$ cat src/core/cmr_defs.svh
/*
 * Register offsets, write masks, reset values and timing counts of the
 * codec control register bank.
 * Assumes it is included by bare name after the types package.
 */
`ifndef CMR_DEFS_SVH
`define CMR_DEFS_SVH

// ----------------------------------------------------------------------
// Offsets
// ----------------------------------------------------------------------
`define CMR_ADDR_IFACE_CLK 7'h04
`define CMR_ADDR_RATE_CLK 7'h05
`define CMR_ADDR_TIMER 7'h06
`define CMR_ADDR_ALC_FIRST 7'h07
`define CMR_ADDR_REC_REF 7'h08
`define CMR_ADDR_LEFT_IN 7'h09
`define CMR_ADDR_LEFT_OUT 7'h0a
`define CMR_ADDR_ALC_THIRD 7'h0b
`define CMR_ADDR_RIGHT_IN 7'h0c
`define CMR_ADDR_ALC_VOL 7'h0d
`define CMR_ADDR_PLAY_MODE 7'h0e
`define CMR_ADDR_IN_LINK 7'h0f
`define CMR_ADDR_ADC_SEL 7'h10
`define CMR_ADDR_FILT 7'h11
`define CMR_ADDR_RIGHT_OUT 7'h25

// ----------------------------------------------------------------------
// Writable bits (fixed-zero positions are cleared)
// ----------------------------------------------------------------------
`define CMR_MASK_IFACE_CLK 8'hfb
`define CMR_MASK_RATE_CLK 8'he7
`define CMR_MASK_TIMER 8'h7f
`define CMR_MASK_FULL 8'hff
`define CMR_MASK_IN_LINK 8'h08
`define CMR_MASK_ADC_SEL 8'h1f
`define CMR_MASK_FILT 8'hfd

// ----------------------------------------------------------------------
// Reset values
// ----------------------------------------------------------------------
`define CMR_RST_IFACE_CLK 8'h02
`define CMR_RST_ZERO 8'h00
`define CMR_RST_IN_VOL 8'he1
`define CMR_RST_OUT_VOL 8'h91
`define CMR_RST_ALC_THIRD 8'h28
`define CMR_RST_PLAY_MODE 8'h11
`define CMR_RST_IN_LINK 8'h08
`define CMR_RST_FILT 8'h01

// ----------------------------------------------------------------------
// Field positions and timing
// ----------------------------------------------------------------------
`define CMR_BIT_IN_LINK 3
`define CMR_BIT_OUT_LINK 4
`define CMR_BIT_READ_EN 7
`define CMR_ZC_TIMEOUT_BASE 11'h080

`endif

$ cat src/core/cmr_pkg.sv
/*
 * Types of the codec control register bank.
 * Assumes nothing beyond a SystemVerilog compiler.
 */
package cmr_pkg;

  // Decoded configuration handed to the audio datapath
  typedef struct packed {
    logic [1:0] serial_format_sel;
    logic bit_clock_out_rate;
    logic [3:0] pll_ref_sel;
    logic [3:0] fs_sel;
    logic [3:0] master_clk_in_sel;
    logic [1:0] master_clk_out_rate;
    logic [2:0] recovery_wait_sel;
    logic [1:0] zero_cross_timeout_sel;
    logic [1:0] fast_recovery_speed;
    logic limiter_zc_disable;
    logic record_agc_en;
    logic playback_agc_en;
    logic fast_limit_en;
    logic [1:0] limiter_threshold;
    logic [1:0] recovery_gain_step;
    logic [1:0] limiter_atten_step;
    logic [7:0] record_recovery_ref;
    logic [5:0] playback_recovery_ref;
    logic soft_mute;
    logic dac_from_adc;
    logic [1:0] out_coarse_atten;
    logic [1:0] deemph_sel;
    logic left_in_pin_sel;
    logic right_in_pin_sel;
    logic left_diff_in;
    logic right_diff_in;
    logic adc_right_power;
    logic [1:0] filter_gain_sel;
    logic lpf_en;
    logic hpf_en;
    logic gain_comp_eq_bypass;
    logic stereo_emph_mute;
    logic adc_highpass_en;
  } cmr_cfg_t;

  // Applied channel volumes
  typedef struct packed {
    logic [7:0] left;
    logic [7:0] right;
  } cmr_vol_pair_t;

endpackage : cmr_pkg

$ cat src/core/cmr_regs.sv
/*
 * Control register bank of a stereo audio codec: interface, clocking,
 * Alc_current_volume, routing and filter enables, with zero-crossing gated
 * application of input gain changes.
 * Assumes a serial control port outside that turns host frames into
 * single-cycle write and read strobes on clk_i.
 */
// Overview of operation
// RULE1 - Audio format field resets to 10, left-justified.
// RULE2 - PLL reference select resets to 0000, frame clock pin.
// RULE3 - Rate field means sample rate with PLL, master clock rate otherwise.
// RULE4 - Master clock output rate field resets to 00, 256 fs.
// RULE5 - Recovery wait field resets to 000, 128 sample periods.
// RULE6 - Host and recovery gain changes apply at zero crossing or timeout.
// RULE7 - Fast recovery speed field resets to 00, four times.
// RULE8 - Limiter zero-cross disable at 0 waits for crossing; at 1 does not.
// RULE9 - Separate record and playback ALC enables, both reset off.
// RULE10 - Fast limit over full scale changes volume at once, else waits.
// RULE11 - Record recovery reference resets to e1, 0.375 dB steps.
// RULE12 - Both input volumes reset to e1, +30 dB.
// RULE13 - Both output volumes reset to 91, 0 dB.
// RULE14 - Playback recovery reference resets to 28, +6 dB.
// RULE15 - Alc_current_volume register is read-only and shows live ALC gain.
// RULE16 - Output link set: left output volume drives both channels.
// RULE17 - Input link set: left input volume drives both channels.
// RULE18 - Soft mute bit set mutes the DAC outputs softly.
// RULE19 - Loopback bit feeds DAC from ADC data instead of serial input.
// RULE20 - Coarse output attenuation, four 6 dB steps, resets to 0 dB.
// RULE21 - Per-channel input pin and single or differential selects.
// RULE22 - Emphasis disabled mutes; equalizer disabled passes through.
// RULE23 - Power-down pin low returns every register to reset; Alc_current_volume keeps sampling live gain.
// RULE24 - Writes to the Alc_current_volume register have no effect.
// RULE25 - Host writes zero into every unused bit; the bench writes ff to registers with fixed-zero bits.
// RULE26 - Fixed-zero bits read zero and ignore writes.
// RULE27 - Linked right registers keep their values for later unlinking.
`timescale 1ns/100ps
`default_nettype none
`include "cmr_defs.svh"

module cmr_regs
  import cmr_pkg::*;
(
  input wire logic clk_i,
  input wire logic reset_n_i,
  input wire logic power_down_pin_n_i,
  input wire logic wr_en_i,
  input wire logic rd_en_i,
  input wire logic [6:0] addr_i,
  input wire logic [7:0] wdata_i,
  input wire logic pll_mode_i,
  input wire logic [7:0] live_agc_gain_i,
  input wire logic sample_tick_i,
  input wire logic zero_cross_i,
  input wire logic recovery_step_i,
  input wire logic limiter_step_i,
  input wire logic over_full_scale_i,
  output logic [7:0] rdata_o,
  output logic rvalid_o,
  output cmr_cfg_t cfg_o,
  output cmr_vol_pair_t in_vol_o,
  output cmr_vol_pair_t out_vol_o,
  output logic gain_update_o
);

  // ----------------------------------------------------------------------
  // Register table
  // ----------------------------------------------------------------------
  localparam int NUM_REGS = 14;
  localparam logic [6:0] REG_ADDR [NUM_REGS] = '{
    `CMR_ADDR_IFACE_CLK, `CMR_ADDR_RATE_CLK, `CMR_ADDR_TIMER, `CMR_ADDR_ALC_FIRST,
    `CMR_ADDR_REC_REF, `CMR_ADDR_LEFT_IN, `CMR_ADDR_LEFT_OUT, `CMR_ADDR_ALC_THIRD,
    `CMR_ADDR_RIGHT_IN, `CMR_ADDR_PLAY_MODE, `CMR_ADDR_IN_LINK, `CMR_ADDR_ADC_SEL,
    `CMR_ADDR_FILT, `CMR_ADDR_RIGHT_OUT};
  localparam logic [7:0] REG_MASK [NUM_REGS] = '{
    `CMR_MASK_IFACE_CLK, `CMR_MASK_RATE_CLK, `CMR_MASK_TIMER, `CMR_MASK_FULL,
    `CMR_MASK_FULL, `CMR_MASK_FULL, `CMR_MASK_FULL, `CMR_MASK_FULL,
    `CMR_MASK_FULL, `CMR_MASK_FULL, `CMR_MASK_IN_LINK, `CMR_MASK_ADC_SEL,
    `CMR_MASK_FILT, `CMR_MASK_FULL};
  localparam logic [7:0] REG_RST [NUM_REGS] = '{
    `CMR_RST_IFACE_CLK, `CMR_RST_ZERO, `CMR_RST_ZERO, `CMR_RST_ZERO,
    `CMR_RST_IN_VOL, `CMR_RST_IN_VOL, `CMR_RST_OUT_VOL, `CMR_RST_ALC_THIRD,
    `CMR_RST_IN_VOL, `CMR_RST_PLAY_MODE, `CMR_RST_IN_LINK, `CMR_RST_ZERO,
    `CMR_RST_FILT, `CMR_RST_OUT_VOL};

  logic [7:0] regs [NUM_REGS];
  logic [7:0] alc_current_volume;

  // Slot names for readability
  logic [7:0] interface_clock_mode, rate_and_clock_out_select, alc_timer_select;
  logic [7:0] alc_control_first, record_alc_reference, left_input_volume;
  logic [7:0] left_output_volume, alc_control_third, right_input_volume;
  logic [7:0] playback_mode_control, input_volume_link, adc_right_power_input_select;
  logic [7:0] filter_enable_first, right_output_volume;

  assign interface_clock_mode = regs[0];
  assign rate_and_clock_out_select = regs[1];
  assign alc_timer_select = regs[2];
  assign alc_control_first = regs[3];
  assign record_alc_reference = regs[4];
  assign left_input_volume = regs[5];
  assign left_output_volume = regs[6];
  assign alc_control_third = regs[7];
  assign right_input_volume = regs[8];
  assign playback_mode_control = regs[9];
  assign input_volume_link = regs[10];
  assign adc_right_power_input_select = regs[11];
  assign filter_enable_first = regs[12];
  assign right_output_volume = regs[13];

  logic in_vol_link, out_vol_link;
  assign in_vol_link = input_volume_link[`CMR_BIT_IN_LINK];
  assign out_vol_link = playback_mode_control[`CMR_BIT_OUT_LINK];

  // ----------------------------------------------------------------------
  // Register writes
  // ----------------------------------------------------------------------
  // The read-only slot is absent from the table, so its writes fall away
  genvar g;
  generate
    for (g = 0; g < NUM_REGS; g++) begin : g_reg
      always_ff @(posedge clk_i or negedge reset_n_i) begin
        if (!reset_n_i) begin
          regs[g] <= REG_RST[g];
        end else if (!power_down_pin_n_i) begin
          regs[g] <= REG_RST[g]; // [RULE23] [RULE1] [RULE2] [RULE4] [RULE5] [RULE7]
        end else if (wr_en_i && addr_i == REG_ADDR[g]) begin
          regs[g] <= wdata_i & REG_MASK[g]; // [RULE26] [RULE24] [RULE27]
        end
      end
    end
  endgenerate

  // Live gain sampled every cycle; reset clears it to 00
  always_ff @(posedge clk_i or negedge reset_n_i) begin
    if (!reset_n_i) begin
      alc_current_volume <= 8'h00;
    end else begin
      alc_current_volume <= live_agc_gain_i; // [RULE15]
    end
  end

  // ----------------------------------------------------------------------
  // Register reads
  // ----------------------------------------------------------------------
  logic [7:0] next_rdata;

  always_comb begin
    next_rdata = 8'h00;
    if (addr_i == `CMR_ADDR_ALC_VOL) begin
      next_rdata = alc_current_volume; // [RULE15]
    end
    for (int i = 0; i < NUM_REGS; i++) begin
      if (addr_i == REG_ADDR[i]) begin
        next_rdata = regs[i];
      end
    end
    // Reads are only served once software has turned the read path on
    if (!playback_mode_control[`CMR_BIT_READ_EN]) begin
      next_rdata = 8'h00;
    end
  end

  always_ff @(posedge clk_i or negedge reset_n_i) begin
    if (!reset_n_i) begin
      rdata_o <= 8'h00;
      rvalid_o <= 1'b0;
    end else begin
      rvalid_o <= rd_en_i;
      if (rd_en_i) begin
        rdata_o <= next_rdata;
      end
    end
  end

  // ----------------------------------------------------------------------
  // Decoded configuration
  // ----------------------------------------------------------------------
  always_ff @(posedge clk_i or negedge reset_n_i) begin
    if (!reset_n_i) begin
      cfg_o <= '0;
    end else begin
      cfg_o.serial_format_sel <= interface_clock_mode[1:0]; // [RULE1]
      cfg_o.bit_clock_out_rate <= interface_clock_mode[3];
      cfg_o.pll_ref_sel <= interface_clock_mode[7:4]; // [RULE2]
      cfg_o.fs_sel <= pll_mode_i ?
        {rate_and_clock_out_select[5], rate_and_clock_out_select[2:0]} : 4'h0; // [RULE3]
      cfg_o.master_clk_in_sel <= pll_mode_i ? 4'h0 :
        {rate_and_clock_out_select[5], rate_and_clock_out_select[2:0]}; // [RULE3]
      cfg_o.master_clk_out_rate <= rate_and_clock_out_select[7:6]; // [RULE4]
      cfg_o.recovery_wait_sel <= {alc_timer_select[6], alc_timer_select[3:2]}; // [RULE5]
      cfg_o.zero_cross_timeout_sel <= alc_timer_select[5:4];
      cfg_o.fast_recovery_speed <= alc_timer_select[1:0]; // [RULE7]
      cfg_o.limiter_zc_disable <= alc_control_first[4];
      cfg_o.record_agc_en <= alc_control_first[5]; // [RULE9]
      cfg_o.playback_agc_en <= alc_control_first[6]; // [RULE9]
      cfg_o.fast_limit_en <= alc_control_first[7];
      cfg_o.limiter_threshold <= {alc_control_third[6], alc_control_first[0]};
      cfg_o.recovery_gain_step <= {alc_control_third[7], alc_control_first[1]};
      cfg_o.limiter_atten_step <= alc_control_first[3:2];
      cfg_o.record_recovery_ref <= record_alc_reference; // [RULE11]
      cfg_o.playback_recovery_ref <= alc_control_third[5:0]; // [RULE14]
      cfg_o.soft_mute <= playback_mode_control[5]; // [RULE18]
      cfg_o.dac_from_adc <= playback_mode_control[6]; // [RULE19]
      cfg_o.out_coarse_atten <= playback_mode_control[3:2]; // [RULE20]
      cfg_o.deemph_sel <= playback_mode_control[1:0];
      cfg_o.left_in_pin_sel <= adc_right_power_input_select[1]; // [RULE21]
      cfg_o.right_in_pin_sel <= adc_right_power_input_select[2]; // [RULE21]
      cfg_o.left_diff_in <= adc_right_power_input_select[3]; // [RULE21]
      cfg_o.right_diff_in <= adc_right_power_input_select[4]; // [RULE21]
      cfg_o.adc_right_power <= adc_right_power_input_select[0];
      cfg_o.filter_gain_sel <= filter_enable_first[7:6];
      cfg_o.lpf_en <= filter_enable_first[5];
      cfg_o.hpf_en <= filter_enable_first[4];
      cfg_o.gain_comp_eq_bypass <= ~filter_enable_first[3]; // [RULE22]
      cfg_o.stereo_emph_mute <= ~filter_enable_first[2]; // [RULE22]
      cfg_o.adc_highpass_en <= filter_enable_first[0];
    end
  end

  // Output volumes take effect directly
  always_ff @(posedge clk_i or negedge reset_n_i) begin
    if (!reset_n_i) begin
      out_vol_o <= {`CMR_RST_OUT_VOL, `CMR_RST_OUT_VOL};
    end else begin
      out_vol_o.left <= left_output_volume; // [RULE13]
      out_vol_o.right <= out_vol_link ? left_output_volume : right_output_volume; // [RULE16]
    end
  end

  // ----------------------------------------------------------------------
  // Zero-crossing gated gain application
  // ----------------------------------------------------------------------
  logic host_vol_write;
  logic gain_pending, lim_pending;
  logic [10:0] zc_count;
  logic [10:0] zc_limit;
  logic zc_expired, apply_now, lim_immediate;

  assign host_vol_write = wr_en_i && power_down_pin_n_i &&
    (addr_i == `CMR_ADDR_LEFT_IN || addr_i == `CMR_ADDR_RIGHT_IN ||
     addr_i == `CMR_ADDR_IN_LINK);
  assign zc_limit = `CMR_ZC_TIMEOUT_BASE << alc_timer_select[5:4];
  assign zc_expired = sample_tick_i && (zc_count == zc_limit - 11'h001);
  assign apply_now = zero_cross_i || zc_expired; // [RULE6]
  // Immediate step when over full scale in fast mode, or crossing detection is off
  assign lim_immediate = limiter_step_i &&
    ((alc_control_first[7] && over_full_scale_i) || alc_control_first[4]); // [RULE10] [RULE8]

  // Timeout counts sample periods while anything waits
  always_ff @(posedge clk_i or negedge reset_n_i) begin
    if (!reset_n_i) begin
      zc_count <= 11'h000;
    end else if (!(gain_pending || lim_pending) || apply_now) begin
      zc_count <= 11'h000;
    end else if (sample_tick_i) begin
      zc_count <= zc_count + 11'h001;
    end
  end

  // A new request in the applying cycle stays pending
  always_ff @(posedge clk_i or negedge reset_n_i) begin
    if (!reset_n_i) begin
      gain_pending <= 1'b0;
    end else if (host_vol_write || recovery_step_i) begin
      gain_pending <= 1'b1; // [RULE6]
    end else if (apply_now) begin
      gain_pending <= 1'b0;
    end
  end

  always_ff @(posedge clk_i or negedge reset_n_i) begin
    if (!reset_n_i) begin
      lim_pending <= 1'b0;
    end else if (limiter_step_i && !lim_immediate) begin
      lim_pending <= 1'b1; // [RULE8] [RULE10]
    end else if (apply_now) begin
      lim_pending <= 1'b0;
    end
  end

  always_ff @(posedge clk_i or negedge reset_n_i) begin
    if (!reset_n_i) begin
      gain_update_o <= 1'b0;
    end else begin
      gain_update_o <= lim_immediate || ((gain_pending || lim_pending) && apply_now);
    end
  end

  always_ff @(posedge clk_i or negedge reset_n_i) begin
    if (!reset_n_i) begin
      in_vol_o <= {`CMR_RST_IN_VOL, `CMR_RST_IN_VOL};
    end else if (!power_down_pin_n_i) begin
      in_vol_o <= {`CMR_RST_IN_VOL, `CMR_RST_IN_VOL}; // [RULE12]
    end else if (gain_pending && apply_now) begin
      in_vol_o.left <= left_input_volume; // [RULE6]
      in_vol_o.right <= in_vol_link ? left_input_volume : right_input_volume; // [RULE17]
    end
  end

  // ----------------------------------------------------------------------
  // Assertions
  // ----------------------------------------------------------------------
  property p_pdn_defaults;
    @(posedge clk_i) disable iff (!reset_n_i)
    !power_down_pin_n_i |=> interface_clock_mode == 8'h02 && alc_timer_select == 8'h00 &&
      playback_mode_control == 8'h11 && right_output_volume == 8'h91;
  endproperty
  a_pdn_defaults: assert property (p_pdn_defaults) else $error("defaults lost"); // [RULE23]

  property p_format_out;
    @(posedge clk_i) disable iff (!reset_n_i)
    !power_down_pin_n_i |=> ##1 cfg_o.serial_format_sel == 2'b10 &&
      cfg_o.pll_ref_sel == 4'h0 && cfg_o.master_clk_out_rate == 2'b00;
  endproperty
  a_format_out: assert property (p_format_out) else $error("bad reset format"); // [RULE1]

  property p_ro_write;
    @(posedge clk_i) disable iff (!reset_n_i)
    wr_en_i && power_down_pin_n_i && addr_i == `CMR_ADDR_ALC_VOL |=>
      $stable(left_input_volume) && $stable(record_alc_reference) &&
      $stable(right_output_volume);
  endproperty
  a_ro_write: assert property (p_ro_write) else $error("read-only write had effect"); // [RULE24]

  property p_reserved_zero;
    @(posedge clk_i) disable iff (!reset_n_i)
    (input_volume_link & 8'hf7) == 8'h00 && interface_clock_mode[2] == 1'b0 &&
      filter_enable_first[1] == 1'b0;
  endproperty
  a_reserved_zero: assert property (p_reserved_zero) else $error("reserved bit set"); // [RULE26]

  property p_out_link;
    @(posedge clk_i) disable iff (!reset_n_i)
    ##1 out_vol_o.right == ($past(out_vol_link) ? $past(left_output_volume) :
      $past(right_output_volume));
  endproperty
  a_out_link: assert property (p_out_link) else $error("right output volume wrong"); // [RULE16]

  property p_link_keeps_right;
    @(posedge clk_i) disable iff (!reset_n_i)
    wr_en_i && power_down_pin_n_i && addr_i == `CMR_ADDR_LEFT_IN |=> $stable(right_input_volume);
  endproperty
  a_link_keeps_right: assert property (p_link_keeps_right) else $error("right copied"); // [RULE27]

  property p_zc_apply;
    @(posedge clk_i) disable iff (!reset_n_i)
    gain_pending && apply_now && power_down_pin_n_i |=>
      in_vol_o.left == $past(left_input_volume) &&
      in_vol_o.right == ($past(in_vol_link) ? $past(left_input_volume) :
      $past(right_input_volume));
  endproperty
  a_zc_apply: assert property (p_zc_apply) else $error("gain not applied at crossing"); // [RULE6]

  property p_no_early_apply;
    @(posedge clk_i) disable iff (!reset_n_i)
    power_down_pin_n_i && !apply_now |=> $stable(in_vol_o);
  endproperty
  a_no_early_apply: assert property (p_no_early_apply) else $error("gain moved early"); // [RULE6]

  property p_fast_limit;
    @(posedge clk_i) disable iff (!reset_n_i)
    limiter_step_i && alc_control_first[7] && over_full_scale_i |=> gain_update_o ##1 1'b1;
  endproperty
  a_fast_limit: assert property (p_fast_limit) else $error("fast limit not immediate"); // [RULE10]

  property p_limiter_waits;
    @(posedge clk_i) disable iff (!reset_n_i)
    limiter_step_i && !lim_immediate |=> lim_pending || gain_update_o;
  endproperty
  a_limiter_waits: assert property (p_limiter_waits) else $error("limiter step lost"); // [RULE8]

  property p_live_read;
    @(posedge clk_i) disable iff (!reset_n_i)
    rd_en_i && addr_i == `CMR_ADDR_ALC_VOL && playback_mode_control[`CMR_BIT_READ_EN] |=>
      rvalid_o && rdata_o == $past(alc_current_volume);
  endproperty
  a_live_read: assert property (p_live_read) else $error("bad live volume read"); // [RULE15]

  c_zc_apply: cover property (@(posedge clk_i) disable iff (!reset_n_i)
    gain_pending && zero_cross_i);
  c_timeout: cover property (@(posedge clk_i) disable iff (!reset_n_i)
    gain_pending && zc_expired);
  c_fast: cover property (@(posedge clk_i) disable iff (!reset_n_i) lim_immediate);
  c_unlink: cover property (@(posedge clk_i) disable iff (!reset_n_i)
    $fell(out_vol_link));

endmodule : cmr_regs

`default_nettype wire

$ cat config.mk
export PLATFORM = sky130hd
export DESIGN_NAME = cmr_regs
export DESIGN_NICKNAME = d
export VERILOG_FILES = /design/src/core/cmr_pkg.sv /design/src/core/cmr_regs.sv
export VERILOG_INCLUDE_DIRS = /design/src /design/src/core
export SDC_FILE = /design/constraint.sdc
export NUM_CORES = 1
export LEC_CHECK = 0
export BUFFER_PORTS_ARGS = -buffer_cell sky130_fd_sc_hd__buf_2
export CORE_ASPECT_RATIO = 0.5
export CORE_MARGIN = 1.5
export CORE_UTILIZATION = 60
export CTS_BUF_LIST = sky130_fd_sc_hd__clkbuf_16
export DETAILED_ROUTE_END_ITERATION = 12
export PLACE_DENSITY = 0.79
export SYNTH_ARGS = -nofsm -noshare
export SYNTH_HDL_FRONTEND = slang
export SYNTH_SLANG_ARGS = --single-unit
$ cat constraint.sdc
create_clock -name clk_i -period 3.17 [get_ports clk_i]
set_clock_uncertainty 0.1 [all_clocks]
set_input_delay 0.4755 -clock clk_i [delete_from_list [all_inputs] [get_ports clk_i]]
set_output_delay 0.4755 -clock clk_i [all_outputs]
set_load 0.005 [all_outputs]
After elaboration in Yosys (flattened, before gate mapping) --
Cells that the tools add are included.
Storage, ports and cells: output and inout port bits 108, bits in registers 241, input bits 34, logic and storage cells 184
Cells by class: reduce and logical (&&, ||, !) cells 35, bitwise gates (word level) 2, add/subtract/negate cells 2, eq/ne operators 31, shift operators 1, multiplexer cells 55
Operators with widths (number):
- 8-bit 2-to-1 mux | 46
- 7-bit by 4-bit equality test with 1-bit output, second input constant | 8
- 16-bit 2-to-1 mux | 2
- 2-bit by 1-bit != test with 1-bit output, second input constant | 15
- 7-bit by 3-bit equality test with 1-bit output, second input constant | 4
- 1-bit logical AND | 22
- 11-bit 2-to-1 mux | 2
- 7-bit by 5-bit equality test with 1-bit output, second input constant | 2
- 11-bit by 1-bit adder with 11-bit output, second input constant | 1
- 11-bit equality test | 1
- 8-bit by 2-bit << shifter with 11-bit output, first input constant | 1
- 11-bit by 1-bit subtractor with 11-bit output, second input constant | 1
- 1-bit logical OR | 8
- 4-bit 2-to-1 mux | 2
- 7-bit by 6-bit equality test with 1-bit output, second input constant | 1
- 2-bit nonzero test | 3
- 1-bit 2-to-1 mux | 3
- 1-bit zero test | 2
- 1-bit NOT | 2

Logic depth before layout (Yosys ltp) --
Gate-level depths: netlist of run 1.
depth in word-level cells 17, mapped depth 8, mapped depth without buffers 5

Worst setup path after synthesis of run 1 --
Ideal clock, no wire load.
kind input port to flip-flop, start input addr_i[5], end register rdata_o[5], library setup time 0.121 ns, path buffers 2, cell stages on the path 7, data arrival time 1.981 ns, path slack 0.968 ns, required time 2.949 ns, cells stage by stage buf_6 > or4b_4 > buf_6 > a2111o_1 > o2111a_2 > a211oi_2 > nand2_1
On the way: longest elaborated chain between the ends 17, elaborated cells between the ends (all ways) 31, those cells by class eq/ne (15); mux (16)
Ends and longest elaborated chain:
- start, declared | line cmr_regs.sv:48 | input wire logic [6:0] addr_i,
- 7-bit by 4-bit equality test with 1-bit output (no line)
- 8-bit 2-to-1 mux | line cmr_regs.sv:149 | if (addr_i == `CMR_ADDR_ALC_VOL) begin
- 8-bit 2-to-1 mux (13 in series) | line cmr_regs.sv:153 | if (addr_i == REG_ADDR[i]) begin
- 8-bit 2-to-1 mux * | line cmr_regs.sv:153
- 8-bit 2-to-1 mux * | line cmr_regs.sv:158 | if (!playback_mode_control[`CMR_BIT_READ_EN]) begin
- end signal, assigned | line cmr_regs.sv:170 | rdata_o <= next_rdata;
- end, declared | line cmr_regs.sv:57 | output logic [7:0] rdata_o,
Mark *: on every way between the ends. The rest lies on a longest branch, timed or not. A chain may end at the register's enable or synchronous reset.

Final worst setup path of run 1 --
start register regs (netlist bit alc_timer_select[4]), end register in_vol_o[9] (netlist bit)
On the way: longest elaborated chain between the ends 7
Ends and longest elaborated chain:
- start, declared | line cmr_regs.sv:85 | logic [7:0] regs [NUM_REGS];
- start signal, assigned by index | line cmr_regs.sv:123 | regs[g] <= REG_RST[g];
- start signal, assigned by index | line cmr_regs.sv:125 | regs[g] <= REG_RST[g];
- start signal, assigned by index | line cmr_regs.sv:127 | regs[g] <= wdata_i & REG_MASK[g];
- 8-bit by 2-bit << shifter with 11-bit output (no line)
- 11-bit by 1-bit subtractor with 11-bit output | line cmr_regs.sv:243 | assign zc_expired = sample_tick_i && (zc_count == zc_limit - 11'h001);
- 11-bit equality test | line cmr_regs.sv:243
- 1-bit logical AND | line cmr_regs.sv:243
- 1-bit logical OR | line cmr_regs.sv:244 | assign apply_now = zero_cross_i || zc_expired;
- 1-bit logical AND | line cmr_regs.sv:294 | end else if (gain_pending && apply_now) begin
- 2-bit by 1-bit != test with 1-bit output (no line)
- end signal, assigned | line cmr_regs.sv:291 | in_vol_o <= {`CMR_RST_IN_VOL, `CMR_RST_IN_VOL};
- end signal, assigned | line cmr_regs.sv:293 | in_vol_o <= {`CMR_RST_IN_VOL, `CMR_RST_IN_VOL};
- end, declared | line cmr_regs.sv:60 | output cmr_vol_pair_t in_vol_o,
Every way passes these cells.

==> results of run 1 <==
==> sequential cells by signal, summed over array words and instances (netlist names), 11 cells and up <==
signal and count:
zc_count 11, in_vol_o 16, out_vol_o 16, cfg_o 66
==> cells in the mapped netlist, drive strengths merged, types with 3 or more instances <==
library cell	instances	area [µm²]
a2111oi	5	50.04
a211oi	12	95.09
a21oi	62	310.3
a221oi	3	26.28
a22oi	6	45.04
a31oi	5	31.28
and2	10	62.56
and3	7	43.79
buf	22	122.6
clkbuf	42	177.7
dfrtp	187	4679
dfstp	39	1025
inv	8	30.03
mux2	13	146.4
mux2i	61	610.6
nand2	141	529.3
nand2b	10	62.56
nand3	53	275.3
nand4	9	62.56
nor2	72	292.8
nor2b	14	87.58
nor3	16	85.08
nor3b	4	30.03
nor4	4	25.02
o211ai	8	60.06
o21a	3	22.52
o21ai	31	155.2
o221ai	5	43.79
o22a	3	26.28
o22ai	8	50.05
o311ai	3	26.28
o31ai	4	30.03
xnor2	3	26.28
xor2	8	70.07
==> path summary, 6_finish.rpt <==
check                                                    end  slack (ns)  depth (start not counted)
max in group asynchronous  left_output_volume[7]$_DFFE_PN1P_        1.68                          3
max reg2reg                          in_vol_o[9]$_DFFE_PN0P_        0.73                          5
min in group asynchronous            zc_count[3]$_DFFE_PN0P_        0.45                          2
max                                  in_vol_o[9]$_DFFE_PN0P_        0.73                          5
min reg2reg                          out_vol_o[15]$_DFF_PN1_        0.30                          0
min                                       rvalid_o$_DFF_PN0_        0.09                          1
==> area by class of cell <==
type                    instances  share of cell area, %
flip-flops and latches        226                  50.29
diodes                          1                0.02206
well taps                     221                  2.438
inverters                      10                 0.3309
clock inverters                14                 0.7721
clock buffers                  19                  4.191
repair buffers                178                  9.287
multi-input cells             617                  32.67
==> per-stage QoR <==
stage	hold slack, ns	cell area [µm²]	utilization, %	instances	setup WS (ns)
2_1_floorplan	0.07991	9748	-	917	0.9678
3_3_place_gp	0.2903	10690	68.27	1243	0.6608
3_5_place_dp	0.2860	10690	68.27	1243	0.6251
4_1_cts	0.001858	11330	72.38	1284	0.7489
5_1_grt	0.08486	11340	72.44	1285	0.5858
6_report	0.09228	11340	72.46	1286	0.7341
==> cells by family (layout without fill, tap and decap cells) <==
logic type	after synthesis	in the layout	share of synthesized area (%)
muxes	74	74	7.765
other	0	1	0
AOI/OAI and AO/OA	178	178	11.96
and+or+nand+nor	353	353	17.17
adders and majority gates	1	1	0.1283
DFF	226	226	58.52
buffers and inverters	74	221	3.465
xor gates and xnor gates	11	11	0.9884
==> power groups by stage <==
stage / sequential [W] / combinational (W) / clock, W
CTS: 0.00293 / 0.000371 / 0.00221
finish: 0.00293 / 0.000379 / 0.00219
global placement: 0.00298 / 0.000357 / 0
floorplan: 0.00298 / 0.000178 / 0
global route: 0.00293 / 0.000408 / 0.00231
detailed placement: 0.00298 / 0.000362 / 0
==> what timing repair did <==
item / CTS / global route
endpoints found under the hold margin: 62 / 1
gates resized for setup: 0 / 0
hold buffers: 8 / 1
buffers inserted: 0 / 0
==> per-layer routing <==
layer	part of all wire [%]	global-route usage, %
met1	42	53.57
met2	43	54.31
met3	12	10.01
met4	2.5	9.973
met5	0	0
==> cell usage in the layout (no fill, tap or decap), types with 11 or more instances in the layout <==
cell and instances:
dfstp_2 39, buf_4 25, a211oi_1 11, dfrtp_1 187, nor3_1 15, a21oi_1 62
o21ai_0 31, nand2_1 141, mux2_2 13, buf_2 140, clkbuf_16 19, nor2b_1 14
mux2i_1 61, nand3_1 51, nor2_1 67, inv_1 13
==> worst max-delay path, cell delays in order (launching register included) <==
cell and delay, ns:
dfrtp_1 0.48, or2_2 0.34, a2111oi_2 0.42, o211ai_1 0.27, nand2_1 0.44, mux2i_1 0.28
==> results by group, run 1 <==
Status
  • Status: complete, no violations

Critical path
  • Worst setup startpoint: alc_timer_select[4]$_DFFE_PN0P_
  • CP startpoint kind: register
  • WS Path Type: register to register
  • CP Capture Type: register
  • Crit-path max FO: 12
  • Worst Path Required: 3.46 ns
  • Worst r2r src: alc_timer_select[4]$_DFFE_PN0P_
  • CP Data Arrival Time: 2.73 ns

STA
  • Max-slew violation count: 0
  • Fmax: 410.5 MHz
  • Sum of negative setup slack: 0 ns
  • Fin crit period: 2.436 ns
  • Worst-margin pin slew: 0.9569 ns
  • Final Hold Violating Endpoints: 0
  • Slew HR: 35.93%
  • RSZ-0062 raised after global routing: no
  • # setup viols final: 0
  • Period utilization: 76.84%

Yosys
  • Synth Area per Inst: 10.63 µm²
  • Post-synth EDFFs: 0
  • Post-synthesis net count: 952
  • Synth unique cells: 73
  • Total number of yosys warnings: 0
  • Asr flop ratio synth: 100.0%
  • Flops & latches, synth: 226
  • Syn Std Cell Area: 9748 µm²
  • Post-Syn Instances: 917
  • Sequential area share after synthesis: 58.52%
  • Ys flop type: dfrtp_1

Min path
  • HP Class: primary input to register
  • Hold Crit Start: rd_en_i

Power and ir drop
  • Part of the power in the clock network: 39.8%
  • Leak: 5.304 nW
  • Switching power: 0.001304 W
  • Final Total Pwr: 0.005495 W
  • Combinational fraction of design power: 6.9%
  • Peak VDD IR: 328.3 µV
  • Flop pwr share: 53.3%
  • Internal: 0.004191 W
  • Switching Fraction: 23.72%
  • P per Cell Area: 484.4 nW/µm²

Flow run
  • Total of max-cap violations: 0

Clocking
  • CTS root buf: clkbuf_16
  • Num CTS Buffers: 19
  • CTS max path bufs: 3
  • Clk Latency, worst-skew pair: 0.48 ns
  • CTS tree: built
  • CTS sink count: 226
  • Worst-path clk slew: 0.07 ns
  • H-tree levels: 1

Global routing
  • Total gr overflow: 0
  • Largest net degree at the start of global routing: 81
  • Initial antenna violation count: 1
  • First-pass GRT wire length: 46350 µm
  • Total track usage: 36.68%
  • Vias in the first global route: 7920

Place
  • Post-DP HPWL: 20800 µm
  • Port Buf Inserts: 141
  • GPL Wtd Cong: 0.9516

Die
  • IO Pins: 142
  • Die X-Extent: 183.3 µm
  • Num rows: 32
  • Die area: 17070 µm²
  • Die Y-Extent: 93.13 µm
  • Starting Density: 62.27%
  • Core ar.: 15660 µm²

Routing
  • Via count: 8052
  • WL/cell: 23.54 µm
  • Residual DRC count: 0
  • Via-to-Cell Ratio: 6.261
  • DR iter-0 viols: 741
  • Overall routed net length: 30270 µm
  • 1st-pass router iterations: 5
  • Number of routed nets with antenna violations: 0

Finish
  • Synth-to-layout area growth: 16.37%
  • Area occupied by multi-input gates: 3706 µm²
  • Final nets: 1087
  • Fillers: 1094
  • Seq. cell area: 5704 µm²
  • Share of layout cells above drive strength 1: 25.38%
(Power assumes the default switching activity.)
==> run 2: changes to the inputs <==
--- a/config.mk
+++ b/config.mk
@@ -9,10 +9,10 @@
 export BUFFER_PORTS_ARGS = -buffer_cell sky130_fd_sc_hd__buf_2
 export CORE_ASPECT_RATIO = 0.5
 export CORE_MARGIN = 1.5
-export CORE_UTILIZATION = 60
+export CORE_UTILIZATION = 52
 export CTS_BUF_LIST = sky130_fd_sc_hd__clkbuf_16
 export DETAILED_ROUTE_END_ITERATION = 12
-export PLACE_DENSITY = 0.79
+export PLACE_DENSITY = 0.73
 export SYNTH_ARGS = -nofsm -noshare
 export SYNTH_HDL_FRONTEND = slang
 export SYNTH_SLANG_ARGS = --single-unit
==> constraint.sdc (replaced) <==
create_clock -name clk_i -period 2.15 [get_ports clk_i]
set_clock_uncertainty 0.1 [all_clocks]
set_input_delay 0.3225 -clock clk_i [delete_from_list [all_inputs] [get_ports clk_i]]
set_output_delay 0.3225 -clock clk_i [all_outputs]
set_load 0.005 [all_outputs]
==> run 2 against run 1 <==
  * Critical path depth unchanged
  * Clock power is 52% higher
  * Global-route usage fell by 4.6 points
  * Die area rose by 15%
  * Critical path type unchanged
  * Hold slack got worse by 0.041 ns
==> results by group, run 2 (synthesized netlist as in run 1, its figures left out) <==
Die
  • Core ar.: 18390 µm² (was 15660 µm²)
  • Die X-Extent: 196.6 µm (was 183.3 µm)
  • IO Pins: 142 (unchanged)
  • Die Y-Extent: 99.82 µm (was 93.13 µm)
  • Num rows: 35 (was 32)
  • Die area: 19630 µm² (was 17070 µm²)
  • Starting Density: 53.00% (was 62.27%)

Finish
  • Commonest non-fill, non-tap cell in the layout: dfrtp_1 (unchanged)
  • Final nets: 1149 (was 1087)
  • Antenna diodes: 0 (was 1)
  • Share of layout cells above drive strength 1: 29.34% (was 25.38%)
  • Biggest register: cfg_o (unchanged)
  • Synth-to-layout area growth: 22.89% (was 16.37%)
  • Biggest regs: cfg_o: 66 flops, in_vol_o: 16 flops, out_vol_o: 16 flops (unchanged)
  • Commonest non-fill, non-tap cells in the layout: 187 x dfrtp_1, 141 x nand2_1, 140 x buf_2, 74 x buf_4, 67 x nor2_1 (was 187 x dfrtp_1, 141 x nand2_1, 140 x buf_2, 67 x nor2_1, 62 x a21oi_1)
  • Final Cell Area: 11980 µm² (was 11340 µm²)
  • Number of flip-flops in the largest register: 66 (unchanged)
  • Fillers: 1513 (was 1094)

STA
  • RSZ-0062 raised after global routing: no (unchanged)
  • Setup ws final: 0.1028 ns (was 0.7341 ns)
  • Period utilization: 95.22% (was 76.84%)
  • Slew HR: 53.02% (was 35.93%)
  • Max-slew violation count: 0 (unchanged)
  • Fin crit period: 2.047 ns (was 2.436 ns)
  • # setup viols final: 0 (unchanged)
  • Worst-margin pin slew: 0.6869 ns (was 0.9569 ns)
  • Final Hold Violating Endpoints: 0 (unchanged)
  • Worst hold slack: 0.05159 ns (was 0.09228 ns)
  • Fmax: 488.5 MHz (was 410.5 MHz)

Place
  • Post-DP HPWL: 21790 µm (was 20800 µm)
  • GPL Wtd Cong: 0.9731 (was 0.9516)
  • Placed Area: 11240 µm² (was 10690 µm²)
  • Pre-CTS WS: -0.03252 ns (was 0.6251 ns)
  • Port Buf Inserts: 141 (unchanged)

Power and ir drop
  • Switching Fraction: 24.14% (was 23.72%)
  • P per Cell Area: 691.5 nW/µm² (was 484.4 nW/µm²)
  • Part of the power in the clock network: 40.2% (was 39.8%)
  • Switching power: 0.001999 W (was 0.001304 W)
  • Leak: 5.642 nW (was 5.304 nW)
  • Internal: 0.006284 W (was 0.004191 W)
  • Flop pwr share: 52.1% (was 53.3%)
  • Peak VDD IR: 442.4 µV (was 328.3 µV)
  • Combinational fraction of design power: 7.7% (was 6.9%)

Clocking
  • CTS tree: built (unchanged)
  • Num CTS Buffers: 20 (was 19)
  • Clk Latency, worst-skew pair: 0.50 ns (was 0.48 ns)
  • Worst-path clk slew: 0.07 ns (about the same)
  • CTS max path bufs: 3 (unchanged)
  • CTS root buf: clkbuf_16 (unchanged)
  • H-tree levels: 1 (unchanged)
  • CTS sink count: 226 (unchanged)

Routing
  • 1st-pass router iterations: 5 (unchanged)
  • WL/cell: 22.50 µm (was 23.54 µm)
  • Overall routed net length: 30780 µm (was 30270 µm)
  • DR iter-0 viols: 838 (was 741)
  • Residual DRC count: 0 (unchanged)
  • Via count: 8049 (was 8052)
  • Number of routed nets with antenna violations: 0 (unchanged)
  • Via-to-Cell Ratio: 5.884 (was 6.261)

Min path
  • Worst Hold Path Cells: 3 (was 1)
  • Hold Crit Endpoint: gain_update_o$_DFF_PN0_ (was rvalid_o$_DFF_PN0_)
  • Hold Crit Start: over_full_scale_i (was rd_en_i)
  • HP Class: primary input to register (unchanged)

Global routing
  • First-pass GRT wire length: 47000 µm (was 46350 µm)
  • Total gr overflow: 0 (unchanged)
  • Largest net degree at the start of global routing: 81 (unchanged)
  • Initial antenna violation count: 0 (was 1)
  • Total track usage: 32.12% (was 36.68%)
  • Vias in the first global route: 7719 (was 7920)

Critical path
  • Worst setup startpoint: alc_timer_select[4]$_DFFE_PN0P_ (unchanged)
  • CP startpoint kind: register (unchanged)
  • Worst Path Required: 2.43 ns (was 3.46 ns)
  • Worst r2r src: alc_timer_select[4]$_DFFE_PN0P_ (unchanged)
  • Worst R2R Setup Slack: 0.10 ns (was 0.73 ns)
  • CP Data Arrival Time: 2.33 ns (was 2.73 ns)
  • CP Capture Type: register (unchanged)
  • Reg2Reg Depth: 5 (unchanged)
  • WS Path Type: register to register (unchanged)
  • Crit-path max FO: 3 (was 12)
  • Critical R2R Capture: gain_pending$_DFFE_PN0P_ (was in_vol_o[9]$_DFFE_PN0P_)

Flow run
  • Total of max-cap violations: 0 (unchanged)

Status
  • Status: complete, no violations (unchanged)
-- run 2: cell count changes in the layout (fill, tap and decap cells not counted), sizes merged --
cell | before | now
clkbuf | 19 | 21
bufinv | 1 | 0
diode | 1 | 0
clkinv | 9 | 11
dlygate4sd3 | 9 | 13
buf | 169 | 226
-- run 2: cell type report --
cell class / instances / area [µm²] / area share, %
inverter: 10 / 37.54 / 0.3133
tap: 240 / 300.3 / 2.507
sequential: 226 / 5704 / 47.62
clock buffer: 21 / 525.5 / 4.387
clock inverter: 15 / 71.32 / 0.5954
multi-input combinational: 617 / 3719 / 31.04
timing repair buffer: 239 / 1622 / 13.54
-- run 2: repair_timing --
item                                   in CTS  in global routing
gates resized for setup                     2                  0
buffers inserted                            0                  0
hold buffers                               13                  0
endpoints found under the hold margin      67                  0
setup endpoints to repair                   3                  0
-- run 2: worst max path at each step --
stage                                    end  cells after the start
floorplan             rdata_o[5]$_DFFE_PN0P_                      7
global placement      rdata_o[0]$_DFFE_PN0P_                      7
detailed placement    rdata_o[4]$_DFFE_PN0P_                      6
CTS                 gain_pending$_DFFE_PN0P_                      5
global route         in_vol_o[4]$_DFFE_PN0P_                      5
finish              gain_pending$_DFFE_PN0P_                      5
-- run 2: power groups by stage --
stage	registers [W]	clock network, W	logic, W
floorplan	0.00439	0	0.000262
global placement	0.00439	0	0.000599
detailed placement	0.00439	0	0.000604
CTS	0.00432	0.00340	0.000625
global route	0.00432	0.00356	0.000682
finish	0.00432	0.00333	0.000636
-- run 2: routing by layer --
layer | vias up | GRT usage (%) | share of wire, %
li1 | 3612 | - | -
met1 | 4013 | 51.06 | 47
met2 | 385 | 45.09 | 42
met3 | 39 | 7.023 | 9.3
met4 | 0 | 6.518 | 1.4
met5 | - | 0 | 0
-- run 2: worst max-delay path: stages, from the launching register on --
cell and delay (ns):
dfrtp_1 0.38, or2_2 0.32, a2111oi_4 0.39, o211ai_1 0.18
and2_1 0.22, a221o_1 0.35
-- run 2: metrics by stage --
stage / setup TNS [ns] / instances / power (W) / utilization [%]
4_1_cts: 0 / 1368 / 0.008338 / 65.13
5_1_grt: 0 / 1368 / 0.008556 / 65.13
2_1_floorplan: 0 / 917 / 0.004651 / -
3_3_place_gp: -0.09896 / 1319 / 0.004993 / 61.11
6_report: 0 / 1368 / 0.008283 / 65.13
3_5_place_dp: -0.03395 / 1319 / 0.004999 / 61.11
==> run 3: changes to the inputs <==
--- a/config.mk
+++ b/config.mk
@@ -6,13 +6,13 @@
 export SDC_FILE = /design/constraint.sdc
 export NUM_CORES = 1
 export LEC_CHECK = 0
-export BUFFER_PORTS_ARGS = -buffer_cell sky130_fd_sc_hd__buf_2
 export CORE_ASPECT_RATIO = 0.5
 export CORE_MARGIN = 1.5
-export CORE_UTILIZATION = 52
+export CORE_UTILIZATION = 57
 export CTS_BUF_LIST = sky130_fd_sc_hd__clkbuf_16
 export DETAILED_ROUTE_END_ITERATION = 12
-export PLACE_DENSITY = 0.73
+export DONT_BUFFER_PORTS = 1
+export PLACE_DENSITY = 0.71
 export SYNTH_ARGS = -nofsm -noshare
 export SYNTH_HDL_FRONTEND = slang
 export SYNTH_SLANG_ARGS = --single-unit
==> run 3 against run 2 <==
  * The run now ends with hold timing left
  * Hold slack worse by 0.63 ns
  * Combinational power is 37% lower
  * Die area is 8.6% lower
  * Critical endpoint unchanged
  * Wire length is 1.2% lower
  * Design area is 8.6% lower
==> results by group, run 3 (synthesized netlist as in run 1, its figures left out) <==
STA
  • # setup viols final: 0 (unchanged)
  • Fmax: 487.0 MHz (was 488.5 MHz)
  • Fin crit period: 2.053 ns (was 2.047 ns)
  • Final Hold Violating Endpoints: 224 (was 0)
  • Period utilization: 95.51% (was 95.22%)
  • Worst hold slack: -0.5826 ns (was 0.05159 ns)
  • Slew HR: 32.89% (was 53.02%)
  • Worst-margin pin slew: 1.003 ns (was 0.6869 ns)
  • Sum of negative setup slack: 0 ns (unchanged)
  • Max-slew violation count: 0 (unchanged)
  • RSZ-0062 raised after global routing: no (unchanged)

Critical path
  • Crit-path max FO: 3 (unchanged)
  • Cell Chain, Critical Path: or2_2, a2111oi_2, o211ai_1, and2_1, a221o_1 (was or2_2, a2111oi_4, o211ai_1, and2_1, a221o_1)
  • Max incr delay on CP: 0.41 ns (was 0.39 ns)
  • Reg2Reg Depth: 5 (unchanged)
  • CP Capture Type: register (unchanged)
  • WS Path Type: register to register (unchanged)
  • CP startpoint kind: register (unchanged)
  • Critical path's slowest cell: a2111oi_2 (was a2111oi_4)
  • Worst Path Required: 2.43 ns (about the same)
  • CP Data Arrival Time: 2.33 ns (about the same)

Finish
  • Share of layout cells above drive strength 1: 15.26% (was 29.34%)
  • Number of flip-flops in the largest register: 66 (unchanged)
  • Final nets: 979 (was 1149)
  • Commonest non-fill, non-tap cells in the layout: 187 x dfrtp_1, 141 x nand2_1, 67 x nor2_1, 62 x a21oi_1, 61 x mux2i_1 (was 187 x dfrtp_1, 141 x nand2_1, 140 x buf_2, 74 x buf_4, 67 x nor2_1)
  • Synth-to-layout area growth: 12.37% (was 22.89%)
  • Commonest non-fill, non-tap cell in the layout: dfrtp_1 (unchanged)
  • Biggest register: cfg_o (unchanged)
  • Fillers: 1304 (was 1513)
  • Biggest regs: cfg_o: 66 flops, in_vol_o: 16 flops, out_vol_o: 16 flops (unchanged)

Routing
  • 1st-pass router iterations: 7 (was 5)
  • Metal-1 WL: 13900 µm (was 14540 µm)
  • Number of routed nets with antenna violations: 0 (unchanged)
  • WL/cell: 25.61 µm (was 22.50 µm)
  • Top Metal Used: met5 (was met4)
  • Metal2 WL: 12300 µm (was 12940 µm)
  • Via-to-Cell Ratio: 6.348 (was 5.884)
  • DR iter-0 viols: 672 (was 838)
  • Via count: 7535 (was 8049)
  • Routed wl met3: 3409 µm (was 2877 µm)
  • Residual DRC count: 0 (unchanged)
  • Overall routed net length: 30390 µm (was 30780 µm)

Place
  • Post-DP HPWL: 19890 µm (was 21790 µm)
  • Port Buf Inserts: 0 (was 141)
  • GPL Wtd Cong: 0.9483 (was 0.9731)

Clocking
  • CTS tree: built (unchanged)
  • CTS max path bufs: 3 (unchanged)
  • Num CTS Buffers: 20 (unchanged)
  • CTS sink count: 226 (unchanged)
  • Worst-path clk slew: 0.07 ns (about the same)
  • CTS root buf: clkbuf_16 (unchanged)
  • Hold-fix buffers, CTS: 29 (was 13)
  • Clk Latency, worst-skew pair: 0.50 ns (about the same)
  • H-tree levels: 1 (unchanged)

Power and ir drop
  • Final Total Pwr: 0.008042 W (was 0.008283 W)
  • Leak: 4.799 nW (was 5.642 nW)
  • Peak VDD IR: 659.3 µV (was 442.4 µV)
  • P per Cell Area: 734.1 nW/µm² (was 691.5 nW/µm²)

Global routing
  • Total track usage: 34.48% (was 32.12%)
  • Vias in the first global route: 7288 (was 7719)
  • First-pass GRT wire length: 45380 µm (was 47000 µm)
  • Total gr overflow: 0 (unchanged)
  • Largest net degree at the start of global routing: 227 (was 81)
  • Initial antenna violation count: 5 (was 0)

Die
  • Die area: 17940 µm² (was 19630 µm²)
  • Die X-Extent: 187.9 µm (was 196.6 µm)
  • Die Y-Extent: 95.47 µm (was 99.82 µm)
  • Starting Density: 58.88% (was 53.00%)
  • Core ar.: 16560 µm² (was 18390 µm²)
  • IO Pins: 142 (unchanged)
  • Num rows: 33 (was 35)

Flow run
  • Total of max-cap violations: 0 (unchanged)

Status
  • Status: finished, violations left (was complete, no violations)
  • Violated checks: hold timing

Min path
  • HP Class: primary input to async pin (was primary input to register)
[run 3: changes by cell type in the layout (fill, tap and decap cells not counted), moves of 2 or more]
cell	delta
buf_12	-8
diode_2	+3
buf_4	-36
dlygate4sd3_1	+15
buf_2	-140
clkinv_1	-2
[run 3: repair_timing]
item / in CTS / in global routing
endpoints found under the setup margin: 0 / 4
endpoints found under the hold margin: 361 / 226
setup buffers: 0 / 3
resized for setup: 0 / 1
[run 3: cell type report]
cell class	count	area [µm²]	share of cell area (%)
antenna	3	7.507	0.06853
inverter	10	37.54	0.3427
sequential	226	5704	52.07
multi-input combinational	617	3706	33.83
timing repair buffer	69	625.6	5.711
clock buffer	21	525.5	4.797
tap	227	284.0	2.593
clock inverter	14	63.81	0.5825
[run 3: routing by layer]
metal  GRT usage, %  up-vias
li1               -     3276
met1          52.08     3795
met2          47.56      397
met3          10.75       65
met4          9.067        2
met5              0        -
[run 3: path summary, 6_finish.rpt]
check,from,endpoint,slack [ns]
setup / recovery,zc_count[7]$_DFFE_PN0P_,gain_pending$_DFFE_PN0P_,0.1
hold / removal,reset_n_i,zc_count[3]$_DFFE_PN0P_,-0.58
setup reg to reg,zc_count[7]$_DFFE_PN0P_,gain_pending$_DFFE_PN0P_,0.1
hold reg to reg,left_output_volume[4]$_DFFE_PN1P_,out_vol_o[12]$_DFF_PN1_,0.30
max in group asynchronous,reset_n_i,alc_timer_select[4]$_DFFE_PN0P_,1.85
min in group clk_i,zero_cross_i,in_vol_o[13]$_DFFE_PN1P_,0.04
[run 3: metrics by stage]
step / std cells / instance area, µm² / hold WS (ns) / util [%] / worst slack, ns
after floorplan: 917 / 9748 / -0.07309 / - / 0.1008
after global placement: 1117 / 10030 / -0.06880 / 60.61 / 0.03447
after detailed placement: 1117 / 10030 / -0.06824 / 60.61 / 0.001057
after CTS: 1181 / 10920 / -0.5933 / 65.98 / 0.03418
after global routing: 1185 / 10950 / -0.6004 / 66.13 / 0.003874
final: 1187 / 10950 / -0.5826 / 66.16 / 0.09656
[run 3: where the power goes]
| part | switching, W | leakage [nW] | internal, W |
|---|---|---|---|
| combinational | 0.000255 | 1.55 | 0.000143 |
| clock | 0.00156 | 0.314 | 0.00177 |
| sequential | 0.0000281 | 2.93 | 0.00429 |
[run 3: worst max-delay path: cells and delay by family, from the launching register on]
kind               cells  cell delay, ns
AOI/OAI and AO/OA      3            0.94
and+or+nand+nor        2            0.50
DFF                    1            0.39
